==> config.mk <==
export PLATFORM = sky130hd
export DESIGN_NAME = mic_irq_ctrl
export DESIGN_NICKNAME = d
export VERILOG_FILES = /design/src/mic_pkg.sv /design/src/mic_irq_ctrl.sv
export SDC_FILE = /design/constraint.sdc
export NUM_CORES = 1
export LEC_CHECK = 0
export ABC_AREA = 1
export BUFFER_PORTS_ARGS = -buffer_cell sky130_fd_sc_hd__buf_2
export CORE_MARGIN = 2
export CORE_UTILIZATION = 35
export DETAILED_ROUTE_END_ITERATION = 8
export PLACE_DENSITY_LB_ADDON = 0.3
export SLEW_MARGIN = 20
export SYNTH_ARGS = -nofsm -noshare
export SYNTH_HDL_FRONTEND = slang
export SYNTH_SLANG_ARGS = --single-unit
export TNS_END_PERCENT = 50
==> constraint.sdc <==
create_clock -name core_clk -period 1.8 [get_ports core_clk]
set_input_delay 0.09 -clock core_clk [delete_from_list [all_inputs] [get_ports core_clk]]
set_output_delay 0.09 -clock core_clk [all_outputs]
set_load 0.05 [all_outputs]
==> src/mic_pkg.sv <==
// Constants and carrier types for the interrupt controller
package mic_pkg;
  // Register port and program counter widths
  localparam int AW = 8;
  localparam int DW = 8;
  localparam int PCW = 13;

  // Register offsets on the plain register port
  localparam logic [7:0] OFS_OPTION = 8'h81;
  localparam logic [7:0] OFS_ICTL = 8'h0B;
  localparam logic [7:0] OFS_PFLAG = 8'h0C;
  localparam logic [7:0] OFS_PEN = 8'h8C;
  localparam logic [7:0] OFS_ISTAT = 8'h90;
  localparam logic [7:0] OFS_IMASK = 8'h91;

  // Reset values
  localparam logic [7:0] RST_OPTION = 8'hFF;
  localparam logic [7:0] RST_ICTL = 8'h00;
  localparam logic [7:0] RST_PFLAG = 8'h00;
  localparam logic [7:0] RST_PEN = 8'h00;
  localparam logic [7:0] RST_ISTAT = 8'h00;
  localparam logic [7:0] RST_IMASK = 8'h00;

  // Field positions in interrupt_control
  localparam int B_GIE = 7;
  localparam int B_PEIE = 6;
  localparam int B_TIMER_OVERFLOW_ENABLE = 5;
  localparam int B_EXT_PIN_ENABLE = 4;
  localparam int B_PORT_CHANGE_ENABLE = 3;
  localparam int B_TIMER_OVERFLOW_FLAG = 2;
  localparam int B_EXT_PIN_FLAG = 1;
  localparam int B_PORT_CHANGE_FLAG = 0;
  // Edge select in option_config, converter bit in flags/enables
  localparam int B_EDGE = 6;
  localparam int B_ADC = 0;
  // Sticky status bits
  localparam int S_ACC = 0;
  localparam int S_WAKE = 1;
  localparam int S_RET = 2;
  localparam int NSTAT = 3;

  // Vector, timing and synchronised pin count
  localparam logic [PCW-1:0] VEC_ADDR = 13'h0004;
  localparam int CLKS_PER_INSTR = 4;
  localparam int NPINS = 4;

  // Core events into the controller
  typedef struct packed {
    logic timer_ovf;
    logic conv_done;
    logic return_from_irq_instr;
    logic asleep;
  } mic_core_evt_t;

  // Commands to the core sequencer
  typedef struct packed {
    logic push;
    logic load_pc;
    logic pop;
    logic wake;
    logic [PCW-1:0] ret_addr;
    logic [PCW-1:0] vec_addr;
  } mic_core_cmd_t;

  typedef enum logic [1:0] {
    ST_RUN = 2'b00,
    ST_ENTER = 2'b01
  } mic_state_t;
endpackage : mic_pkg

==> src/mic_irq_ctrl.sv <==
// Interrupt controller of the small microcontroller core
`timescale 1ns/100ps
module mic_irq_ctrl (
  // Clock and reset
  input wire logic core_clk,
  input wire logic rst_n,
  // Register port
  input wire logic [mic_pkg::AW-1:0] reg_addr,
  input wire logic [mic_pkg::DW-1:0] reg_wdata,
  input wire logic reg_wr,
  input wire logic reg_rd,
  output logic [mic_pkg::DW-1:0] reg_rdata,
  // Core sequencer
  input wire mic_pkg::mic_core_evt_t core_evt,
  input wire logic [mic_pkg::PCW-1:0] pc_now,
  output mic_pkg::mic_core_cmd_t core_cmd,
  // Pins
  input wire logic ext_irq_pin,
  input wire logic port_pin_zero,
  input wire logic port_pin_one,
  input wire logic port_pin_three,
  // Interrupt to system
  output logic irq_out
);
  logic [7:0] option_config_r;
  logic [7:0] interrupt_control_r;
  logic [7:0] peripheral_flags_r;
  logic [7:0] peripheral_enables_r;
  logic [mic_pkg::NSTAT-1:0] istat_r;
  logic [mic_pkg::NSTAT-1:0] imask_r;
  logic [1:0] q_r;
  mic_pkg::mic_state_t state_r;
  logic [mic_pkg::NPINS-1:0] sync1_r;
  logic [mic_pkg::NPINS-1:0] sync2_r;
  logic [mic_pkg::NPINS-1:0] sync3_r;
  logic [mic_pkg::NPINS-1:0] lvl_r;
  logic [mic_pkg::NPINS-1:0] lvl_nxt;
  logic [mic_pkg::NPINS-1:0] agree;
  logic prime_r;
  logic [1:0] fill_r;
  logic wake_cond_r;
  logic instr_tick;
  logic ext_edge;
  logic port_chg;
  logic [3:0] pend;
  logic any_pend;
  logic accept;
  logic wake_cond;
  logic global_irq_enable;
  logic wr_ictl;
  logic wr_pflag;
  logic [mic_pkg::NSTAT-1:0] stat_set;
  logic [mic_pkg::NSTAT-1:0] stat_clr;

  assign global_irq_enable = interrupt_control_r[mic_pkg::B_GIE];
  assign wr_ictl = reg_wr && (reg_addr == mic_pkg::OFS_ICTL);
  assign wr_pflag = reg_wr && (reg_addr == mic_pkg::OFS_PFLAG);

  // Instruction cycle phase; requests are taken on its last clock
  always_ff @(posedge core_clk or negedge rst_n) begin
    if (!rst_n) begin
      q_r <= 2'h0;
    end else begin
      q_r <= q_r + 2'h1;
    end
  end
  assign instr_tick = (q_r == 2'(mic_pkg::CLKS_PER_INSTR - 1));

  // Three-stage pin synchronisers: ext, pin three, pin one, pin zero
  always_ff @(posedge core_clk or negedge rst_n) begin
    if (!rst_n) begin
      sync1_r <= 4'h0;
      sync2_r <= 4'h0;
      sync3_r <= 4'h0;
    end else begin
      sync1_r <= {ext_irq_pin, port_pin_three, port_pin_one,
                  port_pin_zero};
      sync2_r <= sync1_r;
      sync3_r <= sync2_r;
    end
  end

  // A level counts once the second and third stage agree
  assign agree = ~(sync2_r ^ sync3_r);
  assign lvl_nxt = (agree & sync2_r) | (~agree & lvl_r);

  // Latched levels; edges count only once all stages hold real pin
  // levels, so a pin that idles high makes no false edge after reset
  always_ff @(posedge core_clk or negedge rst_n) begin
    if (!rst_n) begin
      lvl_r <= 4'h0;
      fill_r <= 2'h0;
      prime_r <= 1'b0;
    end else begin
      lvl_r <= lvl_nxt;
      if (fill_r != 2'h3) begin
        fill_r <= fill_r + 2'h1;
      end
      if ((fill_r == 2'h3) && (&agree)) begin
        prime_r <= 1'b1;
      end
    end
  end

  // Edge on the external pin, polarity from option_config
  always_comb begin
    ext_edge = 1'b0;
    if (prime_r && (lvl_nxt[3] != lvl_r[3])) begin
      ext_edge = (lvl_nxt[3] == option_config_r[mic_pkg::B_EDGE]);
    end
  end
  // Any mismatch on the three watched pins
  assign port_chg = prime_r && (lvl_nxt[2:0] != lvl_r[2:0]);

  // Pending requests, one per source
  always_comb begin
    pend[3] = interrupt_control_r[mic_pkg::B_TIMER_OVERFLOW_FLAG]
              && interrupt_control_r[mic_pkg::B_TIMER_OVERFLOW_ENABLE];
    pend[2] = interrupt_control_r[mic_pkg::B_EXT_PIN_FLAG]
              && interrupt_control_r[mic_pkg::B_EXT_PIN_ENABLE];
    pend[1] = interrupt_control_r[mic_pkg::B_PORT_CHANGE_FLAG]
              && interrupt_control_r[mic_pkg::B_PORT_CHANGE_ENABLE];
    pend[0] = interrupt_control_r[mic_pkg::B_PEIE]
              && peripheral_enables_r[mic_pkg::B_ADC]
              && peripheral_flags_r[mic_pkg::B_ADC];
  end
  assign any_pend = |pend;

  // Taken at an instruction boundary; the core's own instruction
  // length plays no part, so latency does not depend on it
  assign accept = (state_r == mic_pkg::ST_RUN) && instr_tick && global_irq_enable
                  && any_pend && !core_evt.asleep;

  // Sleep wake-up ignores the global enable
  assign wake_cond = core_evt.asleep && any_pend;

  // Entry sequencer: one cycle of push and load per acceptance
  always_ff @(posedge core_clk or negedge rst_n) begin
    if (!rst_n) begin
      state_r <= mic_pkg::ST_RUN;
    end else begin
      case (state_r)
        mic_pkg::ST_RUN: begin
          if (accept) begin
            state_r <= mic_pkg::ST_ENTER;
          end
        end
        mic_pkg::ST_ENTER: begin
          state_r <= mic_pkg::ST_RUN;
        end
        default: begin
          state_r <= mic_pkg::ST_RUN;
        end
      endcase
    end
  end

  // Command to the core; the return address and the vector are latched on acceptance
  always_ff @(posedge core_clk or negedge rst_n) begin
    if (!rst_n) begin
      core_cmd <= '0;
      wake_cond_r <= 1'b0;
    end else begin
      core_cmd.push <= accept;
      core_cmd.load_pc <= accept;
      core_cmd.pop <= core_evt.return_from_irq_instr;
      core_cmd.wake <= wake_cond && !wake_cond_r;
      wake_cond_r <= wake_cond;
      if (accept) begin
        core_cmd.ret_addr <= pc_now;
        core_cmd.vec_addr <= mic_pkg::VEC_ADDR;
      end
    end
  end

  // Control register; hardware flag sets win over a software clear
  always_ff @(posedge core_clk or negedge rst_n) begin
    if (!rst_n) begin
      interrupt_control_r <= mic_pkg::RST_ICTL;
    end else begin
      if (wr_ictl) begin
        interrupt_control_r <= reg_wdata;
      end
      if (core_evt.return_from_irq_instr) begin
        interrupt_control_r[mic_pkg::B_GIE] <= 1'b1;
      end
      if (accept) begin
        interrupt_control_r[mic_pkg::B_GIE] <= 1'b0;
      end
      if (core_evt.timer_ovf) begin
        interrupt_control_r[mic_pkg::B_TIMER_OVERFLOW_FLAG] <= 1'b1;
      end
      if (ext_edge) begin
        interrupt_control_r[mic_pkg::B_EXT_PIN_FLAG] <= 1'b1;
      end
      if (port_chg) begin
        interrupt_control_r[mic_pkg::B_PORT_CHANGE_FLAG] <= 1'b1;
      end
    end
  end

  // Peripheral flag register; converter done wins over a clear
  always_ff @(posedge core_clk or negedge rst_n) begin
    if (!rst_n) begin
      peripheral_flags_r <= mic_pkg::RST_PFLAG;
    end else begin
      if (wr_pflag) begin
        peripheral_flags_r <= reg_wdata;
      end
      if (core_evt.conv_done) begin
        peripheral_flags_r[mic_pkg::B_ADC] <= 1'b1;
      end
    end
  end

  // Plain software registers
  always_ff @(posedge core_clk or negedge rst_n) begin
    if (!rst_n) begin
      option_config_r <= mic_pkg::RST_OPTION;
      peripheral_enables_r <= mic_pkg::RST_PEN;
      imask_r <= mic_pkg::NSTAT'(mic_pkg::RST_IMASK);
    end else if (reg_wr) begin
      case (reg_addr)
        mic_pkg::OFS_OPTION: option_config_r <= reg_wdata;
        mic_pkg::OFS_PEN: peripheral_enables_r <= reg_wdata;
        mic_pkg::OFS_IMASK: imask_r <= reg_wdata[mic_pkg::NSTAT-1:0];
        default: ;
      endcase
    end
  end

  // Sticky status: write one to clear, a new event wins
  assign stat_set = {core_evt.return_from_irq_instr, wake_cond && !wake_cond_r, accept};
  assign stat_clr = (reg_wr && reg_addr == mic_pkg::OFS_ISTAT)
                    ? reg_wdata[mic_pkg::NSTAT-1:0] : 3'h0;
  always_ff @(posedge core_clk or negedge rst_n) begin
    if (!rst_n) begin
      istat_r <= mic_pkg::NSTAT'(mic_pkg::RST_ISTAT);
    end else begin
      istat_r <= (istat_r & ~stat_clr) | stat_set;
    end
  end
  assign irq_out = |(istat_r & imask_r);

  // Read data only in the cycle after the read strobe
  always_ff @(posedge core_clk or negedge rst_n) begin
    if (!rst_n) begin
      reg_rdata <= 8'h00;
    end else if (reg_rd) begin
      case (reg_addr)
        mic_pkg::OFS_OPTION: reg_rdata <= option_config_r;
        mic_pkg::OFS_ICTL: reg_rdata <= interrupt_control_r;
        mic_pkg::OFS_PFLAG: reg_rdata <= peripheral_flags_r;
        mic_pkg::OFS_PEN: reg_rdata <= peripheral_enables_r;
        mic_pkg::OFS_ISTAT: reg_rdata <= {5'h00, istat_r};
        mic_pkg::OFS_IMASK: reg_rdata <= {5'h00, imask_r};
        default: reg_rdata <= 8'h00;
      endcase
    end else begin
      reg_rdata <= 8'h00;
    end
  end
endmodule : mic_irq_ctrl

After elaboration in Yosys (flattened, before gate mapping)
Index checks and enable logic that the tools add are counted.

Bits of input ports: 41. Register bits: 87. Logic and storage cells: 96.

Equality and inequality tests: 13. Muxes and demuxes: 14. Reductions and logical operators: 31. Add/sub/neg operators: 2. Bitwise operators: 10.

Operators by type and width (number): one-hot mux 8 bit (6 select lines) (1); == test 8 bit (second input constant) (4); logical AND 1 bit (17); == test 8 x 4 -> 1 bit (second input constant) (2); 2-to-1 mux 8 bit (2); AND 4 bit (2); 2-to-1 mux 1 bit (8); inverter 4 bit (2); nonzero test 2 bit (4); AND 3 bit (2); AND reduction 2 bit (3); adder 2 x 1 -> 2 bit (second input constant) (2); == test 2 bit (second input constant) (2); 2-to-1 mux 2 bit (2); != test 2 bit (second input constant) (2); OR 4 bit (1); AND reduction 4 bit (1); OR reduction 4 bit (1); bitwise XOR 4 bit (1); 2-to-1 mux 3 bit (1); != test 3 bit (1); inverter 3 bit (1); OR 3 bit (1); nonzero test 3 bit (1); 5 further kinds (6).

Longest topological paths before layout
Depth in word-level cells: 9. Depth in mapped cells: 9. Gate-level depth less buffers: 9.

Worst setup path after synthesis
No wires, ideal clock.

Path type: register to register. Start: reg q_r[0]. End: reg core_cmd[2] (netlist bit). Path buffers: 0. Setup time: 127 ps. Cell stages (with the launch flop): 7. Path slack: 510 ps. Arrival time: 1163 ps. Cells stage by stage: dfrtp_1 ha_1 nand2_1 nor3_1 nand2_1 inv_2 or2_2.

Word-level cells in the longest chain between the ends: 5.

RTL lines: from (decl) (line mic_irq_ctrl.sv:31) `logic [1:0] q_r;`; from (signal assigned) (line mic_irq_ctrl.sv:64) `q_r <= q_r + 2'h1;`; == test 2 bit (line mic_irq_ctrl.sv:67) `assign instr_tick = (q_r == 2'(mic_pkg::CLKS_PER_INSTR - 1));`; logical AND 1 bit (2 in a row) (line mic_irq_ctrl.sv:131) `assign accept = (state_r == mic_pkg::ST_RUN) && instr_tick && global_irq_enable`; logical AND 1 bit (2 in a row) (line mic_irq_ctrl.sv:132) `&& any_pend && !core_evt.asleep;`; to (decl) (line mic_irq_ctrl.sv:16) `output mic_pkg::mic_core_cmd_t core_cmd,`.

Every way passes these cells. A chain may end at the register's enable or synchronous reset.

Final worst setup path
Ends and elaborated chain as after synthesis.

==> impl_metrics.yaml <==
final_layout:
  final-seq-area_sq_um: 2160
  fillCellCount: 1071
  final_net_count: 556
  final_common_cell: "sky130_fd_sc_hd__nand2_1"
  most-common-layout-cells: "sky130_fd_sc_hd__nand2_1 (137), sky130_fd_sc_hd__dfrtp_1 (78), sky130_fd_sc_hd__buf_2 (66)"
  insertedDiodeCount: 0
  stdcell_count: 658
  post_route_cells_drive_above_1_share_pct: 29.2
  syn_to_final_growth_pct: 23.0
  area_of_the_multi_input_gates_sq_um: 1440
  layout.core_utilization_pct: 44.1
die:
  floorplan.initialDensity_pct: 35.9
  die-height_microns: 109
  full_die_area_sq_um: 12000
  fp.coreArea_sq_um: 10800
  count_of_standard_cell_rows: 38
  die_w_microns: 109
  pin_count: 80
outcome:
  status: "finished clean"
power:
  vdd.ir_drop.worst_mv: 0.630
  power.density_cell_area_nw_per_um2: 895
  total_leakage_power_nw: 2.54
setup_path:
  cells_on_worst_reg2reg_path: 6
  worst_r2r_startpoint: "q_r[0]"
  r2r_slack_ps: 500
  worst_setup_path_start_kind: "flop"
  reg2reg_to: "core_cmd[2]"
  timing.critical_path.arrival_ps: 1560
  worst_setup_end_kind: "flop"
  worstPathRequired_ps: 2060
  critical_path_peak_fanout: 15
  critPathKind: "flop to flop"
min_path:
  hold_path_startpoint: "reg_wdata[7]"
  hold_class: "input pin to flop"
  hold_depth: 3
  min_to: "peripheral_enables_r[7]"
sta:
  maximum_operating_frequency_ghz: 0.770
  layout_worst_path_cycle_share_pct: 72.1
  finalCriticalPeriod_ps: 1300
  final.setup_skew_ps: 13.1
  fin_tns_setup_ps: 0
  count_of_endpoints_failing_hold_in_the_final_timing_report: 0
  grt_setup_unrepaired: "false"
  fin_ws_ps: 502
  hold_ws_ps: 63.3
  maxSlewViolCount: 0
  setup_viol: 0
synth:
  synthesis.instances: 414
  yosysSeqAreaShare_pct: 55.6
  synth-warning-count: 0
  yosys_register_bits: 86
  synth-async-reset-ratio_pct: 100
  yosys.cell_types.count: 34
  synthesis.area_sq_um: 3890
  post_synth.cell_area_avg_sq_um: 9.40
  synth-edff-count: 0
  synth_top_flop_cell: "sky130_fd_sc_hd__dfrtp_1"
routing:
  drt_first_pass_iters: 4
  drt_first_iter_violations: 97
  routed_wirelength_microns: 8140
  via_count: 2938
  drc: 0
  antenna_violating_nets_post_route: 0
  vias_per_cell: 4.47
  post_drt_wl_per_cell_microns: 12.4
grt:
  groute.usage.overall_pct: 14.9
  global_route.usage.met1_pct: 19.4
  number_of_antenna_violations_at_the_first_check_in_global_routing: 0
  grt_util_met3_pct: 5.87
  global_route.usage.met2_pct: 23.5
  grt_first_pass_wirelength_microns: 13700
  maximum_number_of_pins_on_one_net_before_global_route_repair: 40
  grt_pass1_vias: 2835
  globalRoute.busiestLayer: "met2"
  gr-total-overflow: 0
place:
  hpwl_after_detailed_placement_microns: 5810
  worst_slack_at_placement_ps: 504
  port-buffer-count: 67
  place.gp.congestion: 0.769
  post_place_cells: 616
clock_network:
  clock_insertion_delay_worst_skew_ps: 370
  cts_num_sinks: 86
  cts_max_path_bufs: 2
  cts_tree: "built"
  number_of_cts_inserted_buffers: 9
  htree_levels: 3
  clockRootBuffer: "sky130_fd_sc_hd__clkbuf_8"
  post-cts-setup-buffers: 0
  worst_setup_hold_path_clk_slew_ps: 90
job:
  max_cap_viol_count: 0
[metrics by stage]
stage,power (mW),instance area (sq um)
finish,4.28,4780
global route,4.50,4780
floorplan,2.70,3930
global placement,2.89,4330
detailed placement,2.91,4330
CTS,4.34,4780
[how the worst max path moves through the flow]
| stage | to | start | slack [ps] | cells past startpoint |
|---|---|---|---|---|
| 3_3_place_gp | core_cmd[2] | q_r[0] | 540 | 6 |
| 6_report | core_cmd[2] | q_r[0] | 500 | 6 |
| 4_1_cts | core_cmd[2] | q_r[0] | 490 | 6 |
| 5_1_grt | core_cmd[2] | q_r[0] | 430 | 6 |
| 2_1_floorplan | core_cmd[2] | q_r[0] | 510 | 6 |
| 3_5_place_dp | core_cmd[2] | q_r[0] | 500 | 6 |
[synth_stat cells, types with 3 or more instances]
cell                      instances  share of area, %
sky130_fd_sc_hd__buf_4           14               2.7
sky130_fd_sc_hd__o21ai_2         18               4.1
sky130_fd_sc_hd__nor2_4           4               1.2
sky130_fd_sc_hd__nand2_4          6               1.7
sky130_fd_sc_hd__inv_1           29               2.8
sky130_fd_sc_hd__o21ai_1          5              0.64
sky130_fd_sc_hd__nand2_2          8               1.3
sky130_fd_sc_hd__xnor2_1          3              0.68
sky130_fd_sc_hd__nand2_1        137                13
sky130_fd_sc_hd__dfrtp_1         78                50
sky130_fd_sc_hd__nor2_1          19               1.8
sky130_fd_sc_hd__a21oi_1          8               1.0
sky130_fd_sc_hd__nand4_1          3              0.48
sky130_fd_sc_hd__o21ai_0         10               1.3
sky130_fd_sc_hd__dfstp_2          8               5.4
sky130_fd_sc_hd__inv_2           10              0.96
sky130_fd_sc_hd__buf_6            4               1.2
sky130_fd_sc_hd__nand3_1         20               2.6
sky130_fd_sc_hd__nor2_2           3              0.48
sky130_fd_sc_hd__o21a_1           9               1.7
[sequential cells by signal (all words and copies together) (netlist names), 2 cells and up]
name and count:
sync2_r 4, istat_r 3, peripheral_flags_r 8, sync3_r 4, sync1_r 4, core_cmd 17
lvl_r 4, option_config_r 8, peripheral_enables_r 8, q_r 2, imask_r 3, interrupt_control_r 8
fill_r 2, reg_rdata 8
[cells by family (layout without fill, tap and decap cells)]
group,Yosys count,count (layout),synth area share (%)
AND/OR/NAND/NOR,205,205,24.2
flip-flops,86,86,55.6
buffers and inverters,61,154,8.49
AO/OA/AOI/OAI,53,53,9.55
XOR/XNOR,5,5,1.13
adder cells (fa/ha/maj),2,2,0.643
other,1,12,0.0964
multiplexers,1,1,0.289
[power by group]
group	internal [mW]	switching [mW]	leakage, nW
registers	2.09	0.0893	1.06
clock network	0.654	0.721	0.0935
logic	0.217	0.515	1.39
total	2.96	1.33	2.54
[worst max-delay path, cell delays in order (launching register included)]
cell	delay [ps]
sky130_fd_sc_hd__dfrtp_1	390
sky130_fd_sc_hd__ha_1	190
sky130_fd_sc_hd__nand2_1	60
sky130_fd_sc_hd__nor3_1	40
sky130_fd_sc_hd__nand2_1	90
sky130_fd_sc_hd__inv_2	120
sky130_fd_sc_hd__or2_2	290
[layer usage]
layer,part of all wire [%],routed length (microns)
met4,0.77,63
met5,0,0
met1,47,3860
met2,46,3720
met3,6.1,498
[area by class of cell]
cell class	instances	share of cell area, %
clock inverter	6	1.49
multi-input combinational	278	30.1
tap	140	3.66
sequential	86	45.2
clock buffer	10	2.67
inverter	42	3.66
timing repair buffer	96	13.2
[timing repair]
action,4_1_cts,5_1_grt
setup endpoints to repair,0,0
hold buffers,26,0
endpoints found under the hold margin,57,0
resized for setup,0,0
Power figures use the tool's default switching activity.
